### src/common/mtc_consts.vh
`ifndef MTC_CONSTS_VH
`define MTC_CONSTS_VH

// Register byte offsets
`define MTC_OFS_MODE 8'h00
`define MTC_OFS_INTERVAL 8'h04
`define MTC_OFS_COUNT 8'h08
`define MTC_OFS_PULSE_WIDTH_SETTING 8'h0c
`define MTC_OFS_UPPER 8'h10
`define MTC_OFS_LOWER 8'h14
`define MTC_OFS_CMD 8'h18
`define MTC_OFS_STATUS 8'h1c
`define MTC_OFS_HELD 8'h20
`define MTC_OFS_LAST 8'h24

// Mode register fields
`define MTC_MODE_LSB 0
`define MTC_MODE_MSB 1
`define MTC_SPEED_LSB 2
`define MTC_SPEED_MSB 3
`define MTC_HOLD_EN_BIT 4
`define MTC_TOL_LSB 5
`define MTC_TOL_MSB 6
`define MTC_EDGE_BIT 7
`define MTC_POL_BIT 8
`define MTC_LIMIT_EN_BIT 9

// Command register bits
`define MTC_CMD_RUN_BIT 0
`define MTC_CMD_SINGLE_BIT 1
`define MTC_CMD_EXT_BIT 2

// Trigger modes
`define MTC_MODE_AUTO 2'h0
`define MTC_MODE_SINGLE 2'h1
`define MTC_MODE_EXT 2'h2

// Measurement speeds
`define MTC_SPEED_FAST 2'h0
`define MTC_SPEED_MID 2'h1
`define MTC_SPEED_SLOW 2'h2

// Interval limits in milliseconds
`define MTC_INT_FAST_MS 11'h008
`define MTC_INT_MID_MS 11'h032
`define MTC_INT_SLOW_MS 11'h190
`define MTC_INT_MAX_MS 11'h7d0

// Sample count limits and default
`define MTC_CNT_MIN 11'h001
`define MTC_CNT_MAX 11'h7d0

// Hold tolerance codes and their reciprocal factors
`define MTC_TOL_0P01 2'h0
`define MTC_TOL_0P1 2'h1
`define MTC_TOL_1 2'h2
`define MTC_TOL_10 2'h3
`define MTC_TOLF_0P01 14'h2710
`define MTC_TOLF_0P1 14'h03e8
`define MTC_TOLF_1 14'h0064
`define MTC_TOLF_10 14'h000a

// Completion pulse width in clock cycles
`define MTC_PW_DEF 16'h0032
`define MTC_PW_MIN 16'h0001

// Clock rate and the millisecond tick derived from it
`define MTC_CLK_HZ 50000000
`define MTC_MS_PER_S 1000
`define MTC_CYC_PER_MS (`MTC_CLK_HZ / `MTC_MS_PER_S)

`endif

### src/rtl/mtc_trigger_ctrl.v
`timescale 1ns/1ns
`include "mtc_consts.vh"
module mtc_trigger_ctrl #(
  parameter CYC_PER_MS = `MTC_CYC_PER_MS
) (
  input wire clk_in, // System clock, 50 MHz
  input wire rst_in, // Asynchronous reset, active high
  input wire hsel_in, // AHB slave select
  input wire [31:0] haddr_in, // AHB address
  input wire [1:0] htrans_in, // AHB transfer type
  input wire hwrite_in, // AHB write
  input wire [2:0] hsize_in, // AHB size, word only
  input wire [31:0] hwdata_in, // AHB write data
  input wire hready_in, // AHB bus ready
  output reg hreadyout_out, // AHB slave ready
  output reg hresp_out, // AHB response, always OKAY
  output reg [31:0] hrdata_out, // AHB read data
  input wire ext_trig_in, // External trigger pin
  output reg sample_start_out, // Pulse: start one sampling operation
  input wire sample_done_in, // Pulse: sampling finished, reading valid
  input wire [31:0] reading_in, // Signed reading from the sampler
  output reg completion_pulse_out, // Completion pulse line
  output reg limit_pulse_out, // Out-of-limit pulse line
  output reg held_out // Reading frozen by hold
);
  localparam ST_IDLE = 2'h0;
  localparam ST_WAIT = 2'h1;
  localparam ST_SAMP = 2'h2;
  localparam integer MS_LAST_FULL = CYC_PER_MS - 1;
  // Prescaler is 16 bits wide, so the terminal count is cut to that on purpose
  localparam [15:0] MS_LAST = MS_LAST_FULL[15:0];

  reg [1:0] mode, speed, tol_sel, state, hist_valid;
  reg hold_en, edge_fall, pol_neg, limit_en, running, hold_arm, ext_armed;
  reg hi_fail, lo_fail, wr_pend, rd_pend;
  reg [10:0] interval_ms, sample_count, burst_left, ms_cnt;
  reg [15:0] pulse_width_setting, pre_cnt, comp_cnt, lim_cnt, next_comp_cnt, next_lim_cnt;
  reg signed [31:0] upper_lim, lower_lim, held_val, last_val, mx, mn;
  reg signed [31:0] hist [0:2];
  reg [7:0] bus_addr;
  reg [13:0] tol_fac;
  reg [31:0] rd_mux;
  integer i;

  wire ext_rise, ext_fall;
  wire accept = hsel_in & hready_in & htrans_in[1];
  wire wr_en = wr_pend;
  wire mode_wr = wr_en & (bus_addr == `MTC_OFS_MODE);
  wire cmd_wr = wr_en & (bus_addr == `MTC_OFS_CMD);
  wire run_key = cmd_wr & hwdata_in[`MTC_CMD_RUN_BIT];
  wire single_key = cmd_wr & hwdata_in[`MTC_CMD_SINGLE_BIT];
  wire ext_key = cmd_wr & hwdata_in[`MTC_CMD_EXT_BIT];
  wire [1:0] wr_mode = (hwdata_in[`MTC_MODE_MSB:`MTC_MODE_LSB] == 2'h3) ? `MTC_MODE_AUTO :
                       hwdata_in[`MTC_MODE_MSB:`MTC_MODE_LSB];
  wire [1:0] wr_speed = (hwdata_in[`MTC_SPEED_MSB:`MTC_SPEED_LSB] == 2'h3) ? `MTC_SPEED_SLOW :
                        hwdata_in[`MTC_SPEED_MSB:`MTC_SPEED_LSB];
  wire hold_active = hold_arm | hold_en;
  wire auto_go = (mode == `MTC_MODE_AUTO) & running & ~held_out;
  wire single_go = (mode == `MTC_MODE_SINGLE) & (burst_left != 11'h000);
  wire ext_go = (mode == `MTC_MODE_EXT) & ext_armed & (edge_fall ? ext_fall : ext_rise);
  wire trig = (state == ST_IDLE) & (auto_go | single_go | ext_go);
  wire ms_tick = (pre_cnt == MS_LAST);
  wire done = (state == ST_SAMP) & sample_done_in;
  wire signed [31:0] rd_s = reading_in;
  wire [32:0] spread = {mx[31], mx} - {mn[31], mn};
  wire [32:0] mag = rd_s[31] ? (33'h000000000 - {1'b1, reading_in}) : {1'b0, reading_in};
  wire [47:0] hold_lhs = {15'h0000, spread} * {{34{1'b0}}, tol_fac};
  wire [47:0] hold_rhs = {15'h0000, mag};
  wire stable = (hist_valid == 2'h3) & (hold_lhs <= hold_rhs);
  wire hi_now = rd_s > upper_lim;
  wire lo_now = rd_s < lower_lim;
  wire ext_mode = (mode == `MTC_MODE_EXT);

  function [10:0] min_ms;
    input [1:0] spd;
    begin
      case (spd)
        `MTC_SPEED_FAST: min_ms = `MTC_INT_FAST_MS;
        `MTC_SPEED_MID: min_ms = `MTC_INT_MID_MS;
        default: min_ms = `MTC_INT_SLOW_MS;
      endcase
    end
  endfunction

  function [10:0] clamp_ms;
    input [31:0] val;
    input [10:0] lo;
    begin
      if (val < {21'h000000, lo}) clamp_ms = lo;
      else if (val > {21'h000000, `MTC_INT_MAX_MS}) clamp_ms = `MTC_INT_MAX_MS;
      else clamp_ms = val[10:0];
    end
  endfunction

  // Edge detection only ever sees the twice-registered level
  mtc_edge_sync u_ext_sync (
    .clk_in(clk_in),
    .rst_in(rst_in),
    .pin_in(ext_trig_in),
    .rise_out(ext_rise),
    .fall_out(ext_fall)
  );

  // Window over newest reading and the three before it
  always @* begin
    mx = rd_s;
    mn = rd_s;
    for (i = 0; i < 3; i = i + 1) begin
      if (hist[i] > mx) mx = hist[i];
      if (hist[i] < mn) mn = hist[i];
    end
  end

  always @* begin
    case (tol_sel)
      `MTC_TOL_0P01: tol_fac = `MTC_TOLF_0P01;
      `MTC_TOL_0P1: tol_fac = `MTC_TOLF_0P1;
      `MTC_TOL_1: tol_fac = `MTC_TOLF_1;
      default: tol_fac = `MTC_TOLF_10;
    endcase
  end

  // Completion pulse restarts on each completion, limit pulse on an enabled limit failure, external trigger mode only; polarity applied at the pin flop
  always @* begin
    next_comp_cnt = comp_cnt;
    next_lim_cnt = lim_cnt;
    if (comp_cnt != 16'h0000) next_comp_cnt = comp_cnt - 16'h0001;
    if (lim_cnt != 16'h0000) next_lim_cnt = lim_cnt - 16'h0001;
    if (done & ext_mode) begin
      next_comp_cnt = pulse_width_setting;
      if (limit_en & (hi_now | lo_now)) begin
        next_lim_cnt = pulse_width_setting;
      end
    end
  end

  always @* begin
    case (bus_addr)
      `MTC_OFS_MODE: rd_mux = {22'h000000, limit_en, pol_neg, edge_fall, tol_sel, hold_en, speed, mode};
      `MTC_OFS_INTERVAL: rd_mux = {21'h000000, interval_ms};
      `MTC_OFS_COUNT: rd_mux = {21'h000000, sample_count};
      `MTC_OFS_PULSE_WIDTH_SETTING: rd_mux = {16'h0000, pulse_width_setting};
      `MTC_OFS_UPPER: rd_mux = upper_lim;
      `MTC_OFS_LOWER: rd_mux = lower_lim;
      `MTC_OFS_STATUS: rd_mux = {5'h00, burst_left, 8'h00, ext_armed, lo_fail, hi_fail, held_out,
                                 hold_arm, running, state};
      `MTC_OFS_HELD: rd_mux = held_val;
      `MTC_OFS_LAST: rd_mux = last_val;
      default: rd_mux = 32'h00000000;
    endcase
  end

  // Reads take one wait state so a write just ahead is always visible
  always @(posedge clk_in or posedge rst_in) begin
    if (rst_in) begin
      hreadyout_out <= 1'b1;
      hresp_out <= 1'b0;
      hrdata_out <= 32'h00000000;
      wr_pend <= 1'b0;
      rd_pend <= 1'b0;
      bus_addr <= 8'h00;
    end else begin
      hresp_out <= 1'b0;
      if (rd_pend) begin
        hrdata_out <= rd_mux;
        hreadyout_out <= 1'b1;
        rd_pend <= 1'b0;
      end
      if (hready_in) begin
        wr_pend <= accept & hwrite_in;
        if (accept) begin
          bus_addr <= {haddr_in[7:2], 2'h0};
        end
        if (accept & ~hwrite_in) begin
          rd_pend <= 1'b1;
          hreadyout_out <= 1'b0;
        end
      end
    end
  end

  // Settings live in plain flops and return to defaults at every reset
  always @(posedge clk_in or posedge rst_in) begin
    if (rst_in) begin
      mode <= `MTC_MODE_AUTO;
      speed <= `MTC_SPEED_SLOW;
      interval_ms <= `MTC_INT_SLOW_MS;
      hold_en <= 1'b0;
      tol_sel <= `MTC_TOL_0P1;
      edge_fall <= 1'b0;
      pol_neg <= 1'b0;
      limit_en <= 1'b0;
      sample_count <= `MTC_CNT_MIN;
      pulse_width_setting <= `MTC_PW_DEF;
      upper_lim <= 32'h00000000;
      lower_lim <= 32'h00000000;
    end else if (wr_en) begin
      case (bus_addr)
        `MTC_OFS_MODE: begin
          mode <= wr_mode;
          speed <= wr_speed;
          hold_en <= hwdata_in[`MTC_HOLD_EN_BIT];
          tol_sel <= hwdata_in[`MTC_TOL_MSB:`MTC_TOL_LSB];
          edge_fall <= hwdata_in[`MTC_EDGE_BIT];
          pol_neg <= hwdata_in[`MTC_POL_BIT];
          limit_en <= hwdata_in[`MTC_LIMIT_EN_BIT];
          if (interval_ms < min_ms(wr_speed)) begin
            interval_ms <= min_ms(wr_speed);
          end
        end
        `MTC_OFS_INTERVAL: interval_ms <= clamp_ms(hwdata_in, min_ms(speed));
        `MTC_OFS_COUNT: sample_count <= clamp_ms(hwdata_in, `MTC_CNT_MIN);
        `MTC_OFS_PULSE_WIDTH_SETTING: pulse_width_setting <= (hwdata_in[15:0] < `MTC_PW_MIN) ? `MTC_PW_MIN : hwdata_in[15:0];
        `MTC_OFS_UPPER: upper_lim <= hwdata_in;
        `MTC_OFS_LOWER: lower_lim <= hwdata_in;
        default: ;
      endcase
    end
  end

  // Front-panel keys, hold state and burst bookkeeping
  always @(posedge clk_in or posedge rst_in) begin
    if (rst_in) begin
      running <= 1'b1;
      hold_arm <= 1'b0;
      held_out <= 1'b0;
      ext_armed <= 1'b0;
      burst_left <= 11'h000;
      held_val <= 32'h00000000;
    end else begin
      if (mode_wr) begin
        running <= (wr_mode == `MTC_MODE_AUTO);
        hold_arm <= 1'b0;
        held_out <= 1'b0;
        ext_armed <= 1'b0;
        burst_left <= 11'h000;
      end else if (run_key & ~ext_armed) begin
        if (~running) begin
          running <= 1'b1;
          hold_arm <= 1'b0;
          held_out <= 1'b0;
        end else if (~hold_arm & ~held_out) begin
          hold_arm <= 1'b1;
        end else begin
          hold_arm <= 1'b0;
          held_out <= 1'b0;
        end
      end else if (single_key & ~ext_armed & (mode == `MTC_MODE_SINGLE)) begin
        burst_left <= sample_count;
      end else if (ext_key & ext_mode) begin
        ext_armed <= 1'b1;
      end
      if (done & (mode == `MTC_MODE_SINGLE) & (burst_left != 11'h000)) begin
        burst_left <= burst_left - 11'h001;
      end
      // A freeze landing with a key press still wins
      if (done & (mode == `MTC_MODE_AUTO) & hold_active & ~held_out & stable) begin
        held_out <= 1'b1;
        held_val <= rd_s;
      end
    end
  end

  // Trigger, interval wait, sampling
  always @(posedge clk_in or posedge rst_in) begin
    if (rst_in) begin
      state <= ST_IDLE;
      pre_cnt <= 16'h0000;
      ms_cnt <= 11'h000;
      sample_start_out <= 1'b0;
    end else begin
      sample_start_out <= 1'b0;
      case (state)
        ST_IDLE: begin
          if (trig) begin
            state <= ST_WAIT;
            pre_cnt <= 16'h0000;
            ms_cnt <= 11'h000;
          end
        end
        ST_WAIT: begin
          if (ms_tick) begin
            pre_cnt <= 16'h0000;
            if (ms_cnt + 11'h001 >= interval_ms) begin
              state <= ST_SAMP;
              sample_start_out <= 1'b1;
            end else ms_cnt <= ms_cnt + 11'h001;
          end else pre_cnt <= pre_cnt + 16'h0001;
        end
        ST_SAMP: begin
          if (sample_done_in) state <= ST_IDLE;
        end
        default: state <= ST_IDLE;
      endcase
    end
  end

  genvar g;
  generate
    for (g = 0; g < 3; g = g + 1) begin : g_hist
      always @(posedge clk_in or posedge rst_in) begin
        if (rst_in) begin
          hist[g] <= 32'h00000000;
        end else if (done) begin
          hist[g] <= (g == 0) ? rd_s : hist[(g == 0) ? 0 : g - 1];
        end
      end
    end
  endgenerate

  // Reading history, limit flags and the two pulse lines
  always @(posedge clk_in or posedge rst_in) begin
    if (rst_in) begin
      hist_valid <= 2'h0;
      last_val <= 32'h00000000;
      hi_fail <= 1'b0;
      lo_fail <= 1'b0;
      comp_cnt <= 16'h0000;
      lim_cnt <= 16'h0000;
      completion_pulse_out <= 1'b0;
      limit_pulse_out <= 1'b0;
    end else begin
      if (mode_wr) begin
        hist_valid <= 2'h0;
      end else if (done & (hist_valid != 2'h3)) begin
        hist_valid <= hist_valid + 2'h1;
      end
      if (done) begin
        last_val <= rd_s;
        hi_fail <= hi_now;
        lo_fail <= lo_now;
      end
      comp_cnt <= next_comp_cnt;
      lim_cnt <= next_lim_cnt;
      completion_pulse_out <= (next_comp_cnt != 16'h0000) ^ pol_neg;
      limit_pulse_out <= (next_lim_cnt != 16'h0000) ^ pol_neg;
    end
  end
endmodule // mtc_trigger_ctrl

### src/rtl/mtc_edge_sync.v
`timescale 1ns/1ns
module mtc_edge_sync (
  input wire clk_in, // System clock
  input wire rst_in, // Asynchronous reset, active high
  input wire pin_in, // Asynchronous pin level
  output reg rise_out, // One-cycle pulse on rising edge
  output reg fall_out // One-cycle pulse on falling edge
);
  reg meta;
  reg sync;
  reg prev;

  // The first stage feeds only the second; edges are seen on stable levels
  always @(posedge clk_in or posedge rst_in) begin
    if (rst_in) begin
      meta <= 1'b0;
      sync <= 1'b0;
      prev <= 1'b0;
      rise_out <= 1'b0;
      fall_out <= 1'b0;
    end else begin
      meta <= pin_in;
      sync <= meta;
      prev <= sync;
      rise_out <= sync & ~prev;
      fall_out <= ~sync & prev;
    end
  end
endmodule // mtc_edge_sync

### config.mk
export PLATFORM = sky130hd
export DESIGN_NAME = mtc_trigger_ctrl
export DESIGN_NICKNAME = d
export VERILOG_FILES = /design/src/rtl/mtc_trigger_ctrl.v /design/src/rtl/mtc_edge_sync.v
export VERILOG_INCLUDE_DIRS = /design/src /design/src/common
export SDC_FILE = /design/constraint.sdc
export NUM_CORES = 2
export LEC_CHECK = 0
export BUFFER_PORTS_ARGS = -buffer_cell sky130_fd_sc_hd__buf_2
export CAP_MARGIN = 20
export CORE_MARGIN = 2
export CORE_UTILIZATION = 60
export CTS_CLUSTER_DIAMETER = 80
export CTS_CLUSTER_SIZE = 25
export DETAILED_ROUTE_END_ITERATION = 10
export GPL_ROUTABILITY_DRIVEN = 0
export GPL_TIMING_DRIVEN = 0
export PLACE_DENSITY = 0.85
export SLEW_MARGIN = 5
export SYNTH_ARGS = -nofsm -noshare
export SYNTH_HDL_FRONTEND = slang
export SYNTH_SLANG_ARGS = --single-unit
### constraint.sdc
create_clock -name clk_in -period 21.3 [get_ports clk_in]
set_input_delay 4.26 -clock clk_in [delete_from_list [all_inputs] [get_ports clk_in]]
set_output_delay 4.26 -clock clk_in [all_outputs]
set_load 0.01 [all_outputs]
# ---- Word-level counts from Yosys, hierarchy flattened
# Index checks and enable logic that the tools add are counted.
dict set report classes {
  addsub 8
  bitwise 45
  n_eq_ne 32
  mul 1
  n_reduce_logical 32
  n_lt_le_gt_ge 15
  mux 70
}
# op n
set op_table {}
lappend op_table {{case mux 32 bit (9 select lines)} 1}
lappend op_table {{two-way mux 32 bit} 6}
lappend op_table {{two-way mux 11 bit} 15}
lappend op_table {{greater-than comparator 32 bit} 4}
lappend op_table {{less-than comparator 32 bit} 4}
lappend op_table {{two-way mux 16 bit} 8}
lappend op_table {{nonzero test 16 bit} 4}
lappend op_table {{<= comparator 47 x 33 -> 1 bit} 1}
lappend op_table {{multiplier 33 x 14 -> 47 bit} 1}
lappend op_table {{case mux 11 bit (2 select lines)} 2}
lappend op_table {{case mux 14 bit (3 select lines)} 1}
lappend op_table {{case mux 9 bit (2 select lines)} 2}
lappend op_table {{bitwise AND 1 bit} 33}
lappend op_table {{two-way mux 33 bit} 1}
lappend op_table {{subtractor 1 x 33 -> 33 bit, first input constant} 1}
lappend op_table {{subtractor 32 x 32 -> 33 bit} 1}
lappend op_table {{greater-than comparator 32 x 11 -> 1 bit, second input constant} 1}
lappend op_table {{less-than comparator 32 x 1 -> 1 bit, second input constant} 1}
lappend op_table {{less-than comparator 32 x 11 -> 1 bit} 1}
lappend op_table {{case mux 16 bit (2 select lines)} 1}
lappend op_table {{subtractor 16 x 1 -> 16 bit, second input constant} 2}
lappend op_table {{== test 6 x 3 -> 1 bit, second input constant} 4}
lappend op_table {{two-way mux 1 bit} 24}
lappend op_table {{AND reduction 2 bit} 9}
lappend op_table {{other kinds (29)} 75}
dict set report totals {
  elab_cells 245
  ff_bits 369
  out_inout_bits 38
  inputBits 108
}

# ---- Depth between registers and ports, before layout
dict set report logic_depth {
  depth_word 13
  mapped_depth 81
  depth_no_buf 75
}

# ---- Modules after synthesis
# From an unflattened synthesis, not the netlist that was laid out.
dict set report unflattened {
  cells_unflattened 4262
  hier_area_um2 39070.0
}
# module seq_area_each_um2 cells_each area_each_um2 n_inst
set modules_own_cells {}
lappend modules_own_cells {mtc_trigger_ctrl 9122.5 4254 38926.1 1}
lappend modules_own_cells {mtc_edge_sync 125.1 8 143.9 1}

# ---- Worst setup path after synthesis
# No wires, ideal clock.
dict set report synth_path {
  kind {input port to flip-flop}
  startpoint {in reading_in[29]}
  endpoint {reg held_val[10]}
  stages 73
  required_time_ns 21.175
  arrival_time_ns 21.602
  n_path_buf 4
  path_slack_ns -0.426
  setup_time_ns 0.125
  path_cell_list {inv_1 -> ha_1 -> a21o_1 -> a211o_1 -> or3_1 -> a21o_1 -> o211ai_4 -> clkbuf_1 -> mux2i_1 -> ha_1 -> nand3_1 -> or3_1 -> or4_1 -> o31ai_1 -> a2111oi_4 -> nor3_1 -> buf_2 -> mux2i_1 -> (+37 left out) -> a21oi_1 -> o41ai_1 -> a21oi_1 -> o21ai_0 -> a311o_1 -> xor2_1 -> ha_1 -> nand4_1 -> nor4_1 -> nand4_1 -> o32ai_1 -> a21oi_1 -> a2111oi_0 -> o311ai_0 -> a2111oi_0 -> o2111ai_1 -> buf_2 -> mux2_2}
}
dict set report synth_via {
  elab_chain_cells 11
  elab_cells_between_ends 19
  classes_between {add/sub (2); mul (1); order compare (7); mux (7); bitwise (2)}
}
# element line_no
set synth_rtl {}
lappend synth_rtl {{start: declaration} mtc_trigger_ctrl.v:21} ;# input wire [31:0] reading_in,
lappend synth_rtl {{greater-than comparator 32 bit or less-than comparator 32 bit (tied branches)} {mtc_trigger_ctrl.v:109, mtc_trigger_ctrl.v:110}}
lappend synth_rtl {{two-way mux 32 bit, on equally long branches} {mtc_trigger_ctrl.v:109, mtc_trigger_ctrl.v:110}}
lappend synth_rtl {{greater-than comparator 32 bit or less-than comparator 32 bit (tied branches)} {mtc_trigger_ctrl.v:109, mtc_trigger_ctrl.v:110}}
lappend synth_rtl {{two-way mux 32 bit, on equally long branches} {mtc_trigger_ctrl.v:109, mtc_trigger_ctrl.v:110}}
lappend synth_rtl {{greater-than comparator 32 bit or less-than comparator 32 bit (tied branches)} {mtc_trigger_ctrl.v:109, mtc_trigger_ctrl.v:110}}
lappend synth_rtl {{two-way mux 32 bit, on equally long branches} {mtc_trigger_ctrl.v:109, mtc_trigger_ctrl.v:110}}
lappend synth_rtl {{subtractor 32 x 32 -> 33 bit} mtc_trigger_ctrl.v:65} ;# wire [32:0] spread = {mx[31], mx} - {mn[31], mn};
lappend synth_rtl {{multiplier 33 x 14 -> 47 bit} mtc_trigger_ctrl.v:67} ;# wire [47:0] hold_lhs = {15'h0000, spread} * {{34{1'b0}}, tol_fac};
lappend synth_rtl {{<= comparator 47 x 33 -> 1 bit (*)} mtc_trigger_ctrl.v:69} ;# wire stable = (hist_valid == 2'h3) & (hold_lhs <= hold_rhs);
lappend synth_rtl {{bitwise AND 1 bit (*)} mtc_trigger_ctrl.v:69}
lappend synth_rtl {{bitwise AND 1 bit (*)} mtc_trigger_ctrl.v:257} ;# if (done & (mode == `MTC_MODE_AUTO) & hold_active & ~held_out & stable) begin
lappend synth_rtl {{end signal: assignment} mtc_trigger_ctrl.v:259} ;# held_val <= rd_s;
lappend synth_rtl {{end: declaration} mtc_trigger_ctrl.v:38} ;# reg signed [31:0] upper_lim, lower_lim, held_val, last_val, mx, mn;
# Every way passes the cells marked *; elsewhere a longest branch is shown, timed or not.
# A chain may end at the register's enable or synchronous reset.

# ---- Worst setup path after layout
dict set report layout_path {
  startpoint {in reading_in[11]}
  endpoint {reg held_val[24]}
}
# The elaborated chain is that of the path after synthesis.

==> metrics.yaml <==
grt_overflow: 0
route.detailed.drc: 2
setup-violations-final: 33
clkLatencyLatePin_ps: 580
initial_utilization: 0.606
cts_buffers: 19
synth_area_leader_cell: "dfrtp_1"
clkTransAtPathRegs_ps: 90
finClkSkew_ps: 32.2
crit_path_start_kind: "input port"
synth_compound_area_frac: 0.143
drv_slew: 0
timing.hold.worst_endpoint: "u_ext_sync.sync"
ant_nets: 0
grt_pass1_wl_mm: 196
first_pass_iters: 11
crit_path_end_kind: "flop"
synth_mux_area_frac: 0.0909
core_area_sq_mm: 0.0642
io_pins: 146
io_buffers: 112
worstMarginPinSlew_ps: 1060
synth_cells: 4252
first_iter_violations: 4595
reg2reg_depth: 69
min_path_cells: 0
maxSlewHeadroom: 0.285
synth_xor_area_frac: 0.0284
cts_hold_buffers: 0
die_h_microns: 259
ys_types: 80
dieArea_sq_mm: 0.0669
synth_seq_area_share: 0.238
synth-async-reset-ratio: 1.00
cts_root_buffer: "clkbuf_16"
antenna_found_initial: 4
reg2reg_slack_ps: 2700
via_per_inst: 6.75
clockBufferDepth: 3
finish.utilization: 0.673
r2r_start: "last_val[12]"
synth_top_family_by_area: "adder cells"
violations: "design-rule violations, negative setup slack"
synth_fa_ha_area_frac: 0.296
grtUsageTotal: 0.375
cp.arrival_ps: 22220
synth_top_area_share: 0.230
syn-cell-area_sq_mm: 0.0389
status: "complete, but fails checks"
min_path_type: "reg2reg"
dpl.hpwl_mm: 97.7
grt_pass1_vias: 34600
area_delta_synth_final_pct: 11.1
critical_path.slowest_cell: "fa_1"
synth_enable_flop_cells: 0
synthTopCellsByArea: "dfrtp_1 23%, ha_1 15%, fa_1 14%, inv_1 5.3%, mux2_2 4.8%"
required_ps: 21750
syn_area_per_cell_sq_um: 9.15
critical_path_class: "in2reg"
num_vias: 36000
timing.final.ws_setup_ps: -471
grt_setup_unrepaired: "true"
cts_max_level: 1
hold_violations: 0
cap_violations: 0
syn_nets: 5113
synth_ff_type: "dfrtp_1"
finalCritPeriodShare: 1.02
cp_max_fo: 10
slowest_delay_ps: 550
ys_seq_elements: 369
synth-simple-area-share: 0.136
cts_tree: "yes"
fin_crit_ps: 21770
min_from: "u_ext_sync.meta"
die_w_microns: 259
clock.fmax_mhz: 45.9
yosysWarnings: 0
grt_max_degree: 124
clock_sinks: 369
drive_gt1_frac: 0.138
final_net_count: 5316
rr_endpoint: "held_val[24]"
wl_per_cell_microns: 24.8
rows: 93
totalWireLength_mm: 132
cpMostUsedCell: "ha_1"
[cells in the mapped netlist, types with 21 or more instances]
master	instances
nand4_1	65
a21oi_1	214
nor2_1	178
a31oi_1	21
xor2_1	35
clkbuf_1	133
mux2i_1	161
nor2b_1	31
nor4_1	29
nand2_1	412
nand3_1	70
fa_1	277
dfrtp_1	358
o22ai_1	23
inv_1	548
ha_1	476
a21o_1	101
nand2b_1	37
mux2_2	166
nor3_1	61
xnor2_1	91
o21ai_0	270
o21a_1	31
and2_1	97
o31ai_1	24
and3_1	26
[repair_timing]
action	CTS	global route
gates resized for setup	145	199
pin swaps	34	73
setup buffers	28	43
endpoints found under the setup margin	33	33
[logic make-up after synthesis]
group                      Yosys count
and+or+nand+nor                   1096
AOI/OAI and AO/OA                  880
adders and majority gates          753
buffers and inverters              695
DFF                                369
muxes                              331
xor gates and xnor gates           126
other                                2
[metal layers]
metal	wire length (microns)	vias up	GRT usage
met3	18800	842	0.102
li1	-	15100	-
met4	11300	4	0.229
met5	25	-	0
met2	55800	2932	0.565
met1	46100	17100	0.482
[registers in the layout, indices dropped and copies added, names as in the netlist, 16 cells and up]
signal / count
lim_cnt: 16
hrdata_out: 32
comp_cnt: 16
lower_lim: 32
last_val: 32
pulse_width_setting: 16
hist: 64
held_val: 32
pre_cnt: 16
upper_lim: 32
[area by class of cell]
type,count,area (sq um)
fillers,4626,21000
well taps,855,1070
clock buffers,27,505
clock inverters,5,46.3
diodes,4,10.0
inverters,548,2070
repair buffers,188,1330
plain buffers,141,723
flip-flops and latches,369,9250
multi-input cells,3188,28200
[worst max-delay path, delay by kind of cell]
kind / cells / cell delay, ps
mux: 3 / 770
compound gates: 24 / 5600
simple gates: 17 / 4110
fa+ha+maj: 12 / 5000
buf+inv: 12 / 2000
xor+xnor: 2 / 400
[cell usage in the layout, fill, tap and decap left out, drive strengths merged, types with 19 or more instances in the layout]
cell	n
mux2i	161
a211oi	20
dfrtp	358
o21a	31
a21o	101
inv	550
nand2	412
xor2	35
and3	26
nand2b	37
o21ai	272
clkbuf	162
nor2	178
fa	277
and2	99
or3	20
o22ai	23
o31ai	24
nand4	65
nor4	29
nor2b	31
mux2	169
buf	193
nand3	70
a222oi	19
a21oi	214
ha	476
a31oi	22
xnor2	91
nor3	61
[how the worst max path moves through the flow]
| stage | end | slack, ps | startpoint | cells past startpoint |
|---|---|---|---|---|
| 5_1_grt | held_val[1] | -800 | reading_in[11] | 71 |
| 2_1_floorplan | held_val[10] | 10 | reading_in[29] | 73 |
| 3_3_place_gp | held_val[0] | -4490 | reading_in[24] | 80 |
| 3_5_place_dp | held_val[15] | -4820 | reading_in[31] | 79 |
| 4_1_cts | held_val[24] | 0.9 | reading_in[29] | 79 |
| 6_report | held_val[24] | -470 | reading_in[11] | 70 |
[per-stage QoR]
stage / hold slack, ps / TNS (ps) / worst slack (ps) / area [sq um] / instances
3_3_place_gp: 376 / -146840 / -4490 / 40500 / 5219
5_1_grt: 393 / -25620 / -797 / 43200 / 5322
2_1_floorplan: 331 / 0 / 9.77 / 38900 / 4252
6_report: 391 / -14790 / -471 / 43200 / 5325
4_1_cts: 396 / 0 / 0.863 / 42100 / 5278
3_5_place_dp: 365 / -157840 / -4820 / 40700 / 5223
Power is not shown: default switching activity piles up to over one toggle a cycle in this logic, so the estimate is an artifact.
